[config.mk]
export PLATFORM = sky130hd
export DESIGN_NAME = crl_top
export DESIGN_NICKNAME = d
export VERILOG_FILES = /design/src/crl_pkg.sv /design/src/crl_channel.sv /design/src/crl_top.sv
export VERILOG_INCLUDE_DIRS = /design/src
export SDC_FILE = /design/constraint.sdc
export NUM_CORES = 1
export LEC_CHECK = 0
export BUFFER_PORTS_ARGS = -buffer_cell sky130_fd_sc_hd__buf_4
export CORE_MARGIN = 2
export CORE_UTILIZATION = 55
export DETAILED_ROUTE_END_ITERATION = 7
export PLACE_DENSITY_LB_ADDON = 0.25
export SLEW_MARGIN = 20
export SYNTH_ARGS = -nofsm -noshare
export SYNTH_HDL_FRONTEND = slang
export SYNTH_SLANG_ARGS = --single-unit
[constraint.sdc]
create_clock -name clk -period 7.33 [get_ports clk]
set_clock_uncertainty 0.2 [all_clocks]
set_input_delay 0 -clock clk [delete_from_list [all_inputs] [get_ports clk]]
set_output_delay 0 -clock clk [all_outputs]
set_load 0.01 [all_outputs]
[src/crl_regs.svh]
// Register addresses, field positions, reset values and command codes of the readout logic
`ifndef CRL_REGS_SVH
`define CRL_REGS_SVH

// ==========================================
// Addresses
`define CRL_ADDR_CTRL      2'h3

// ==========================================
// Control word fields
`define CRL_SC_HI          7
`define CRL_SC_LO          6
`define CRL_RW_HI          5
`define CRL_RW_LO          4
`define CRL_SC_READBACK    2'h3
`define CRL_RW_LATCH       2'h0
`define CRL_RW_LSB         2'h1
`define CRL_RW_MSB         2'h2
`define CRL_RW_BOTH        2'h3
`define CRL_MODE_SQUARE    3'h3
`define CRL_MODE_ONESHOT   3'h0

// ==========================================
// Read-back command fields
`define CRL_RB_COUNT_N     5
`define CRL_RB_STATUS_N    4
`define CRL_RB_SEL_LO      1

// ==========================================
// Status byte fields
`define CRL_ST_OUT         7
`define CRL_ST_NULL        6

// ==========================================
// Reset values
`define CRL_CTRL_RESET     6'h30
`define CRL_COUNT_RESET    16'h0000

`endif

[src/crl_pkg.sv]
// Types shared by the counter readout latch logic
package crl_pkg;
	typedef logic [15:0] crl_count_t;
	typedef logic [5:0]  crl_ctrl_t;
	typedef logic [7:0]  crl_byte_t;
endpackage

[src/crl_channel.sv]
// Counting element of one counter: down-counting, load from the count load register
`include "crl_regs.svh"
module crl_channel
(
	input  wire logic              clk,
	input  wire logic              reset,
	input  wire logic              tick,
	input  wire logic              gate_on,
	input  wire logic              ctrl_wr,
	input  wire logic [2:0]        op_sel,
	input  wire logic              load_req,
	input  wire crl_pkg::crl_count_t count_load_register,
	output crl_pkg::crl_count_t    count_value,
	output logic                   out_level,
	output logic                   loaded
);
	crl_pkg::crl_count_t count_r, count_nxt, load_val;
	logic                out_r, out_nxt;
	logic                loaded_nxt, square;

	// ==========================================
	// Counting element
	always_comb
	begin
		square     = (op_sel[1:0] == 2'(`CRL_MODE_SQUARE)) ? 1'b1 : 1'b0;
		load_val   = square ? {count_load_register[15:1], 1'b0} : count_load_register;
		count_nxt  = count_r;
		out_nxt    = out_r;
		loaded_nxt = 1'b0;
		if (ctrl_wr)
			out_nxt = (op_sel == `CRL_MODE_ONESHOT) ? 1'b0 : 1'b1;
		else if (tick && load_req)
		begin
			count_nxt  = load_val;
			loaded_nxt = 1'b1;
		end
		else if (tick && gate_on)
		begin
			if (square)
			begin
				// Square wave steps by two and flips the output at each reload
				if (count_r <= 16'h0002)
				begin
					count_nxt = load_val;
					out_nxt   = ~out_r;
				end
				else
					count_nxt = count_r - 16'h0002;
			end
			else
			begin
				count_nxt = count_r - 16'h0001;
				if (count_r == 16'h0001 && op_sel == `CRL_MODE_ONESHOT)
					out_nxt = 1'b1;
			end
		end
	end

	always_ff @(posedge clk or posedge reset)
	begin
		if (reset)
		begin
			count_r <= `CRL_COUNT_RESET;
			out_r   <= 1'b0;
			loaded  <= 1'b0;
		end
		else
		begin
			count_r <= count_nxt;
			out_r   <= out_nxt;
			loaded  <= loaded_nxt;
		end
	end

	assign count_value = count_r;
	assign out_level   = out_r;
endmodule

[src/crl_top.sv]
// Three-counter timer readout: counter latch, read-back command, status byte, byte sequencing
// Notes on behaviour
// Direct reads of a running counter may be wrong; host stops gate or clock.
// Counter latch command copies current count into hold latch; counting continues.
// Latched count stays frozen until read or a new control word.
// A repeated latch command before the read is ignored.
// Read and write byte pointers of one counter are independent.
// Read-back command has top bits 11; D1, D2, D3 select counters 0, 1, 2.
// Read-back may latch several counters; reading one releases only that one.
// Repeated read-back latches of a counter before its read are ignored.
// Status byte: output level D7, null count D6, control fields D5 to D0.
// Null count per counter: set on control or count write, cleared on load.
// With two-byte counts null count sets only on the second byte.
// Repeated status latch before status read is ignored.
// Count and status latch bits active low; both zero latches both.
// With both latched, first read gives status, then the count bytes.
// Counters count down, in steps of two in square-wave mode.
// Host writes read-back bit D0 as zero; treated as reserved.
`include "crl_regs.svh"
module crl_top
(
	input  wire logic       clk,
	input  wire logic       reset,
	input  wire logic       cs_n,
	input  wire logic       rd_n,
	input  wire logic       wr_n,
	input  wire logic [1:0] addr,
	input  wire logic [7:0] data_in,
	output logic [7:0]      data_out,
	output logic            data_oe,
	input  wire logic [2:0] counter_clk,
	input  wire logic [2:0] gate,
	output logic [2:0]      counter_out
);
	// ==========================================
	// Pin synchronisers
	logic [13:0] bus_s1_r, bus_s2_r;
	logic [5:0]  cnt_s1_r, cnt_s2_r;
	logic        wr_prev_r, rd_prev_r;
	logic [2:0]  clk_prev_r;

	always_ff @(posedge clk or posedge reset)
	begin
		if (reset)
		begin
			// Idle bus: select and both strobes high, so no false strobe edge follows reset
			bus_s1_r   <= 14'h3800;
			bus_s2_r   <= 14'h3800;
			cnt_s1_r   <= 6'h00;
			cnt_s2_r   <= 6'h00;
			wr_prev_r  <= 1'b1;
			rd_prev_r  <= 1'b1;
			clk_prev_r <= 3'h0;
		end
		else
		begin
			bus_s1_r   <= {cs_n, rd_n, wr_n, addr, data_in, 1'b0};
			bus_s2_r   <= bus_s1_r;
			cnt_s1_r   <= {gate, counter_clk};
			cnt_s2_r   <= cnt_s1_r;
			wr_prev_r  <= bus_s2_r[11];
			rd_prev_r  <= bus_s2_r[12];
			clk_prev_r <= cnt_s2_r[2:0];
		end
	end

	logic                cs_s, rd_s, wr_s;
	logic [1:0]          addr_s;
	crl_pkg::crl_byte_t  din_s;
	logic                wr_end, rd_end;
	logic [2:0]          tick, gate_on;

	assign cs_s    = ~bus_s2_r[13];
	assign rd_s    = ~bus_s2_r[12];
	assign wr_s    = ~bus_s2_r[11];
	assign addr_s  = bus_s2_r[10:9];
	assign din_s   = bus_s2_r[8:1];
	// Writes and reads act at the trailing edge of the strobe
	assign wr_end  = cs_s & ~wr_prev_r & ~wr_s;
	assign rd_end  = cs_s & ~rd_prev_r & ~rd_s;
	assign tick    = clk_prev_r & ~cnt_s2_r[2:0];
	assign gate_on = cnt_s2_r[5:3];

	// ==========================================
	// Command decode
	logic       ctrl_wr, is_rb;
	logic [1:0] sc;

	assign ctrl_wr = wr_end && addr_s == `CRL_ADDR_CTRL;
	assign sc      = din_s[`CRL_SC_HI:`CRL_SC_LO];
	assign is_rb   = ctrl_wr && sc == `CRL_SC_READBACK;

	crl_pkg::crl_byte_t rd_byte [3];

	// ==========================================
	// Per-counter latches, registers and pointers
	genvar g;
	generate
		for (g = 0; g < 3; g++)
		begin : g_ch
			crl_pkg::crl_ctrl_t  ctrl_r, ctrl_nxt;
			crl_pkg::crl_count_t cr_r, cr_nxt, ol_r, ol_nxt, ce;
			crl_pkg::crl_byte_t  st_r, st_nxt;
			logic ol_v_r, ol_v_nxt, st_v_r, st_v_nxt, null_r, null_nxt;
			logic rmsb_r, rmsb_nxt, wmsb_r, wmsb_nxt, ld_r, ld_nxt;
			logic sel_ctrl, sel_latch, rb_hit, wr_cnt, rd_cnt, loaded, out_lv;
			logic [1:0] fmt;

			assign sel_ctrl  = ctrl_wr && sc == 2'(g) && din_s[`CRL_RW_HI:`CRL_RW_LO] != `CRL_RW_LATCH;
			assign sel_latch = ctrl_wr && sc == 2'(g) && din_s[`CRL_RW_HI:`CRL_RW_LO] == `CRL_RW_LATCH;
			assign rb_hit    = is_rb && din_s[`CRL_RB_SEL_LO + g];
			assign wr_cnt    = wr_end && addr_s == 2'(g);
			assign rd_cnt    = rd_end && addr_s == 2'(g);
			assign fmt       = ctrl_r[5:4];

			always_comb
			begin
				ctrl_nxt = ctrl_r;
				cr_nxt   = cr_r;
				ol_nxt   = ol_r;
				ol_v_nxt = ol_v_r;
				st_nxt   = st_r;
				st_v_nxt = st_v_r;
				null_nxt = null_r;
				rmsb_nxt = rmsb_r;
				wmsb_nxt = wmsb_r;
				ld_nxt   = ld_r;
				// Load handshake first, so a same-cycle write still sets null
				if (loaded)
				begin
					null_nxt = 1'b0;
					ld_nxt   = 1'b0;
				end
				if (rd_cnt)
				begin
					if (st_v_r)
						st_v_nxt = 1'b0;
					else if (fmt == `CRL_RW_BOTH && !rmsb_r)
						rmsb_nxt = 1'b1;
					else
					begin
						rmsb_nxt = 1'b0;
						ol_v_nxt = 1'b0;
					end
				end
				if (wr_cnt)
				begin
					if (fmt == `CRL_RW_LSB)
					begin
						cr_nxt   = {8'h00, din_s};
						null_nxt = 1'b1;
						ld_nxt   = 1'b1;
					end
					else if (fmt == `CRL_RW_MSB)
					begin
						cr_nxt   = {din_s, 8'h00};
						null_nxt = 1'b1;
						ld_nxt   = 1'b1;
					end
					else if (!wmsb_r)
					begin
						cr_nxt[7:0] = din_s;
						wmsb_nxt    = 1'b1;
						ld_nxt      = 1'b0;
					end
					else
					begin
						cr_nxt[15:8] = din_s;
						wmsb_nxt     = 1'b0;
						null_nxt     = 1'b1;
						ld_nxt       = 1'b1;
					end
				end
				if (sel_latch && !ol_v_r)
				begin
					ol_nxt   = ce;
					ol_v_nxt = 1'b1;
				end
				if (rb_hit && !din_s[`CRL_RB_COUNT_N] && !ol_v_r)
				begin
					ol_nxt   = ce;
					ol_v_nxt = 1'b1;
				end
				if (rb_hit && !din_s[`CRL_RB_STATUS_N] && !st_v_r)
				begin
					st_nxt   = {out_lv, null_r, ctrl_r};
					st_v_nxt = 1'b1;
				end
				if (sel_ctrl)
				begin
					ctrl_nxt = din_s[5:0];
					null_nxt = 1'b1;
					ol_v_nxt = 1'b0;
					st_v_nxt = 1'b0;
					rmsb_nxt = 1'b0;
					wmsb_nxt = 1'b0;
					ld_nxt   = 1'b0;
				end
			end

			always_ff @(posedge clk or posedge reset)
			begin
				if (reset)
				begin
					ctrl_r <= `CRL_CTRL_RESET;
					cr_r   <= `CRL_COUNT_RESET;
					ol_r   <= `CRL_COUNT_RESET;
					ol_v_r <= 1'b0;
					st_r   <= 8'h00;
					st_v_r <= 1'b0;
					null_r <= 1'b1;
					rmsb_r <= 1'b0;
					wmsb_r <= 1'b0;
					ld_r   <= 1'b0;
				end
				else
				begin
					ctrl_r <= ctrl_nxt;
					cr_r   <= cr_nxt;
					ol_r   <= ol_nxt;
					ol_v_r <= ol_v_nxt;
					st_r   <= st_nxt;
					st_v_r <= st_v_nxt;
					null_r <= null_nxt;
					rmsb_r <= rmsb_nxt;
					wmsb_r <= wmsb_nxt;
					ld_r   <= ld_nxt;
				end
			end

			// Unlatched reads see the live element and may tear
			crl_pkg::crl_count_t src;
			assign src = ol_v_r ? ol_r : ce;

			always_comb
			begin
				if (st_v_r)
					rd_byte[g] = st_r;
				else if (fmt == `CRL_RW_MSB || (fmt == `CRL_RW_BOTH && rmsb_r))
					rd_byte[g] = src[15:8];
				else
					rd_byte[g] = src[7:0];
			end

			crl_channel u_channel
			(
				.clk                 (clk),
				.reset               (reset),
				.tick                (tick[g]),
				.gate_on             (gate_on[g]),
				.ctrl_wr             (sel_ctrl),
				// New mode must set the output level on the control write itself
				.op_sel              (ctrl_nxt[3:1]),
				.load_req            (ld_r),
				.count_load_register (cr_r),
				.count_value         (ce),
				.out_level           (out_lv),
				.loaded              (loaded)
			);

			assign counter_out[g] = out_lv;
		end
	endgenerate

	// ==========================================
	// Read data path
	crl_pkg::crl_byte_t dout_r, dout_nxt;

	always_comb
	begin
		if (addr_s == `CRL_ADDR_CTRL)
			dout_nxt = 8'h00;
		else
			dout_nxt = rd_byte[addr_s];
	end

	always_ff @(posedge clk or posedge reset)
	begin
		if (reset)
			dout_r <= 8'h00;
		else
			dout_r <= dout_nxt;
	end

	assign data_out = dout_r;
	assign data_oe  = cs_s & rd_s & (addr_s != `CRL_ADDR_CTRL);
endmodule

# After elaboration in Yosys (flattened, before gate mapping)
# Index checks and enable logic that the tools add are counted.
dict set report totals {
  elab_cells 419
  in_bits 21
  output_inout_bits 12
  reg_bits 261
}
dict set report op_classes {
  n_addsub 6
  magnitude_cmp 4
  n_eq_ne 46
  muxes 169
  n_bitwise 19
  reduce_logical 122
}
# cell count
set op_table {}
lappend op_table {{$mux 16} 27}
lappend op_table {{$mux 1} 123}
lappend op_table {{$mux 8} 15}
lappend op_table {{$logic_and 1x1->1} 50}
lappend op_table {{$eq 16x1->1 const B} 3}
lappend op_table {{$le 16x2->1 const B} 3}
lappend op_table {{$sub 16x1->16 const B} 3}
lappend op_table {{$sub 16x2->16 const B} 3}
lappend op_table {{$reduce_bool 3->1} 12}
lappend op_table {{$reduce_bool 2->1} 16}
lappend op_table {{$eq 2x2->1 const B} 13}
lappend op_table {{$reduce_and 2->1} 12}
lappend op_table {{$ne 2x2->1 const B} 10}
lappend op_table {{$reduce_and 3->1} 6}
lappend op_table {{$bmux 8 s2} 1}
lappend op_table {{$mux 4} 3}
lappend op_table {{$ne 4x1->1 const B} 3}
lappend op_table {{$ne 4x2->1 const B} 3}
lappend op_table {{$reduce_and 4->1} 3}
lappend op_table {{$reduce_bool 4->1} 3}
lappend op_table {{$logic_not 1->1} 11}
lappend op_table {{$eq 2x1->1 const B} 5}
lappend op_table {{$not 1->1} 10}
lappend op_table {{$logic_not 3->1} 3}
lappend op_table {{other kinds (10)} 25}

# Logic depth before layout (Yosys ltp)
dict set report logic_depth {
  ltp_word 14
  ltp_mapped 9
  ltp_nobuf 8
}

# Hierarchy
# From an unflattened synthesis, not the netlist that was laid out.
dict set report unflattened {
  cells_unflattened 1347
  area_unflattened_um2 14043.5
}
# module cells_per_inst instances seq_area_each_um2 area_each_um2
set by_module_without_submodules {}
lappend by_module_without_submodules {crl_top 685 1 5201.2 8610.8}
lappend by_module_without_submodules {{crl_channel (g_ch[0].u_channel ...)} 220 2 450.4 1850.5}
lappend by_module_without_submodules {{crl_channel (g_ch[2].u_channel)} 222 1 450.4 1731.7}

# Worst setup path after synthesis
# OpenSTA, ideal clock, no wires.
dict set report synth_timing {
  path_type {register -> register}
  from {reg bus_s2_r[11]}
  to {reg g_ch[1].u_channel.count_r[6]}
  setup_time_ns 0.130
  path_stages_with_launch 8
  t_required_ns 7.000
  period_less_slack_ns 2.683
  t_arrival_ns 2.353
  path_buffers 1
  path_slack_ns 4.647
  cell_sequence {dfstp_2 -> or3b_4 -> or4_1 -> buf_2 -> and2_1 -> o41a_1 -> o31ai_1 -> a21oi_1}
}
dict set report synth_between {
  elab_chain_len 10
  elab_cells_between_ends 12
  classes_between {1 x eq/ne; 5 x mux; 2 x bitwise; 4 x reduce/logical}
}
# item line_no
set synth_lines {}
lappend synth_lines {{start, declared} crl_top.sv:37} ;# logic [13:0] bus_s1_r, bus_s2_r;
lappend synth_lines {{start signal, assigned} crl_top.sv:58} ;# bus_s2_r <= bus_s1_r;
lappend synth_lines {{$and 1x1->1 (*)} crl_top.sv:79} ;# assign wr_end = cs_s & ~wr_prev_r & ~wr_s;
lappend synth_lines {{$logic_and 1x1->1 (no line) (*)} --}
lappend synth_lines {{$logic_and 1x1->1 (*)} crl_top.sv:109} ;# assign sel_ctrl = ctrl_wr && sc == 2'(g) && din_s[`CRL_RW_HI:`CRL_RW_LO] != `CRL_RW_LATCH;
lappend synth_lines {{$logic_and 1x1->1 (no line) (*)} --}
lappend synth_lines {{$mux 4} crl_top.sv:189} ;# if (sel_ctrl)
lappend synth_lines {{$eq 2x2->1} crl_channel.sv:25} ;# square = (op_sel[1:0] == 2'(`CRL_MODE_SQUARE)) ? 1'b1 : 1'b0;
lappend synth_lines {{$mux 1} crl_channel.sv:25}
lappend synth_lines {{$mux 16} crl_channel.sv:39} ;# if (square)
lappend synth_lines {{$mux 16} crl_channel.sv:37} ;# else if (tick && gate_on)
lappend synth_lines {{$mux 16} crl_channel.sv:32} ;# else if (tick && load_req)
lappend synth_lines {{end signal, assigned} crl_channel.sv:63} ;# count_r <= `CRL_COUNT_RESET;
lappend synth_lines {{end signal, assigned} crl_channel.sv:69} ;# count_r <= count_nxt;
lappend synth_lines {{end, declared} crl_channel.sv:17} ;# crl_pkg::crl_count_t count_r, count_nxt, load_val;
# Every way passes the cells marked *; elsewhere a longest branch is shown, timed or not. The select of a mux whose other input is x is not followed.
# A chain may end at the register's enable or synchronous reset.

# Worst setup path after layout
dict set report layout_timing {
  from {reg bus_s2_r[11]}
  to {reg g_ch[1].ol_r[9]}
}
dict set report layout_between {
  elab_chain_len 7
  elab_cells_between_ends 11
  classes_between {1 x mux; 1 x bitwise; 9 x reduce/logical}
}
# item line_no
set layout_lines {}
lappend layout_lines {{$and 1x1->1 (*)} crl_top.sv:79}
lappend layout_lines {{$logic_and 1x1->1 (no line) (*)} --}
lappend layout_lines {{$logic_and 1x1->1 (no line)} --}
lappend layout_lines {{$logic_and 1x1->1} crl_top.sv:111} ;# assign rb_hit = is_rb && din_s[`CRL_RB_SEL_LO + g];
lappend layout_lines {{$logic_and 1x1->1 (2 in series)} crl_top.sv:179} ;# if (rb_hit && !din_s[`CRL_RB_COUNT_N] && !ol_v_r)
lappend layout_lines {{$mux 16 or $reduce_bool 2->1 (tied branches)} --}
lappend layout_lines {{end signal, assigned} crl_top.sv:207} ;# ol_r <= `CRL_COUNT_RESET;
lappend layout_lines {{end signal, assigned} crl_top.sv:220} ;# ol_r <= ol_nxt;
lappend layout_lines {{end, declared} crl_top.sv:102} ;# crl_pkg::crl_count_t cr_r, cr_nxt, ol_r, ol_nxt, ce;
# Every way passes the cells marked *; elsewhere a longest branch is shown, timed or not.

==> out/metrics.yaml <==
status:
  status: "complete, no violations"
setup_path:
  cp.arrival_ns: 3.64
  cp.required_ns: 7.55
  r2r_start: "bus_s2_r[11]"
  worstSetupStartpoint: "bus_s2_r[11]"
  critPathMaxStageDelay_ns: 0.91
  crit_path_end: "g_ch[1].ol_r[9]"
  path_delay_family: "simple AND/OR/NAND/NOR gates"
  r2r_cells: 5
  critPathKind: "flip-flop to flip-flop"
  cp_num_buf_inv: 0
  cp_cell_sequence: "nor3b_2 -> and3_1 -> nor2b_1 -> nand4b_1 -> mux2_2"
  worstSetupEndpointType: "flip-flop"
  regToRegEndpoint: "g_ch[1].ol_r[9]"
  cp_max_fo: 22
  startpoint_type: "flip-flop"
  crit_slowest_cell: "nand4b_1"
  rrSetupSlack_ns: 3.90
  path_depth: 5
global_routing:
  use_met3_pct: 4.71
  grt_use_met2_pct: 47.9
  grt_use_met1_pct: 41.3
  track_usage_pct: 29.7
  grt_pass1_vias: 10544
  top_usage_layer: "met2"
  grt_pass1_wl_um: 60200
  antenna_found_initial: 0
  grt_max_degree: 139
  grt-ovfl-total: 0
power:
  p_seq_share_pct: 45.9
  power_density_mw_per_mm2: 310
  power_frac_comb_pct: 22.4
  p_int_mw: 3.10
  leakagePower_nw: 6.58
  p_sw_mw: 1.58
  peakVddDrop_mv: 0.237
  p_clk_share_pct: 31.7
  switching_share_pct: 33.7
layout:
  final_util_pct: 63.9
  fin_nets: 1376
  nFillCells: 1953
  fin_area_mm2: 0.0151
  area_growth_pct: 13.3
  drive_gt1_share_pct: 16.5
  antenna_cells: 0
drt:
  num_vias: 10805
  drc_errors: 0
  first_pass_iters: 5
  antenna_left: 0
  drt_iter0_markers: 1021
  wl_um: 37500
  wl_per_cell_um: 22.4
  vias_per_cell: 6.44
clock_tree:
  clockBufferDepth: 3
  cts.clk_slew.worst_paths_ns: 0.06
  h-tree-depth: 1
  clk_latency_ns: 0.55
  cts-buffers-inserted: 27
  cts.sinks: 261
  cts_tree: "done"
  root_buffer: "clkbuf_16"
  cts_setup_buffers: 0
logic_synthesis:
  ys_ff_latch: 261
  yosys_warnings: 0
  synth_top_area_share_pct: 45.9
  synth.area.top_cells: "dfrtp_1 (46%), nand2_1 (6.0%), mux2_2 (5.0%), mux4_2 (4.1%), o21ai_0 (4.0%)"
  syn_area_mm2: 0.0133
  synth_top_area_cell: "dfrtp_1"
  synth_most_common_cell: "dfrtp_1"
  syn_area_per_cell_um2: 10.2
  synth-main-ff-cell: "dfrtp_1"
  syn_nets: 1344
  async_reset_ff_share_pct: 100
  synth_edf_count: 0
  synth_cell_types: 90
  synth.top_cells.by_count: "dfrtp_1 (244), nand2_1 (214), o21ai_0 (106), nor2_1 (67)"
  ys_seq_area_share_pct: 49.2
  synthCells: 1308
timing:
  worst_hold_slack_ns: 0.147
  fin_ws_ns: 3.90
  hold_viol_final: 0
  setup_violations: 0
  tns_ns: 0
  max_slew_margin_pct: 27.3
  grt_setup_unrepaired: "no"
  fmax_ghz: 0.292
  drv_slew: 0
  tightestPinTransition_ns: 1.08
  post-route-period-util_pct: 46.7
  period_minus_slack_ns: 3.43
floorplanning:
  core_mm2: 0.0236
  ios: 33
  dieArea_mm2: 0.0255
  die_x_um: 160
  dieHeight_um: 160
  row_count: 56
  start_util_pct: 56.4
placement:
  post_dp_cell_area_mm2: 0.0137
  pre_cts_slack_ns: 3.93
  port_buffers: 32
  dp_hpwl_um: 25900
  globalplace.congestion: 0.955
flow_run:
  maxCapViolCount: 0
min_path:
  hold_class: "flip-flop to flip-flop"
cell families (layout without fill, tap and decap cells):
group / after synthesis / in the layout / share of synthesized area (%)
DFF: 261 / 261 / 49.2
xor gates and xnor gates: 11 / 11 / 0.724
buffers and inverters: 103 / 155 / 3.11
muxes: 111 / 111 / 11.2
AOI/OAI and AO/OA: 321 / 321 / 16.0
adders and majority gates: 15 / 15 / 1.41
and+or+nand+nor: 486 / 486 / 18.4
registers in the layout, indices dropped and copies added, names as in the netlist:
name	flops
g_ch.null_r	3
cnt_s2_r	6
g_ch.u_channel.count_value	48
g_ch.st_r	24
g_ch.ol_v_r	3
g_ch.st_v_r	3
clk_prev_r	3
g_ch.ol_r	48
rd_prev_r	1
g_ch.rmsb_r	3
g_ch.u_channel.out_level	3
cnt_s1_r	6
g_ch.ctrl_r	18
g_ch.wmsb_r	3
g_ch.cr_r	48
bus_s1_r	13
data_out	8
g_ch.ld_r	3
bus_s2_r	13
wr_prev_r	1
g_ch.u_channel.loaded	3
per-stage QoR:
step	total power, mW	std cells
2_1_floorplan	2.76	1308
3_3_place_gp	3.14	1590
3_5_place_dp	3.16	1590
4_1_cts	4.66	1679
5_1_grt	4.91	1679
6_report	4.68	1679
metal layers:
layer | vias up | part of all wire [%]
met2 | 456 | 48
met4 | 0 | 3.3
li1 | 4845 | -
met3 | 94 | 6.7
met5 | - | 0
met1 | 5410 | 42
how the worst min path moves through the flow:
| stage | start | end | slack [ns] | depth (start not counted) |
|---|---|---|---|---|
| after floorplan | wr_n | bus_s1_r[11] | -0.20 | 0 |
| after global placement | wr_n | bus_s1_r[11] | -0.09 | 1 |
| after detailed placement | cs_n | bus_s1_r[13] | -0.09 | 1 |
| after CTS | cnt_s1_r[4] | cnt_s2_r[4] | 0.15 | 0 |
| after global routing | cnt_s1_r[4] | cnt_s2_r[4] | 0.15 | 0 |
| final | cnt_s1_r[4] | cnt_s2_r[4] | 0.15 | 0 |
power groups by stage:
| stage | Clock (mW) | Sequential, mW | Combinational (mW) |
|---|---|---|---|
| floorplan | 0 | 1.94 | 0.821 |
| global placement | 0 | 2.14 | 0.998 |
| detailed placement | 0 | 2.15 | 1.01 |
| CTS | 1.50 | 2.13 | 1.04 |
| global route | 1.57 | 2.18 | 1.16 |
| finish | 1.48 | 2.15 | 1.05 |
cells in the final DEF, fill, tap and decap left out, types with 19 or more instances in the layout:
cell	synthesis	layout
a21oi_1	53	53
buf_4	4	41
clkbuf_16	0	27
dfrtp_1	244	244
dlygate4sd3_1	0	40
inv_1	24	23
mux2_2	59	59
mux2i_1	28	28
mux4_2	24	24
nand2_1	214	214
nand2b_1	19	19
nand3_1	36	36
nor2_1	67	67
nor3_1	27	27
o21ai_0	106	106
o22ai_1	21	21
o31ai_1	19	19
worst reg2reg max path, stage by stage, from the launching register on:
cell and delay, ns:
dfstp_2 0.53, nor3b_2 0.45, and3_1 0.27, nor2b_1 0.33
nand4b_1 0.91, mux2_2 0.63
repair_timing:
action / in CTS / in global routing
hold buffers: 40 / 0
gates resized for setup: 0 / 0
hold endpoints to repair: 47 / 0
layout make-up:
class	instances	area [um^2]	area share (%)
clock buffers	36	759	5.03
clock inverters	13	198	1.31
inverters	24	93.8	0.622
multi-input cells	944	6350	42.1
flip-flops and latches	261	6550	43.4
well taps	319	399	2.65
repair buffers	82	728	4.83
No activity file was read; power rests on OpenSTA's default activity.
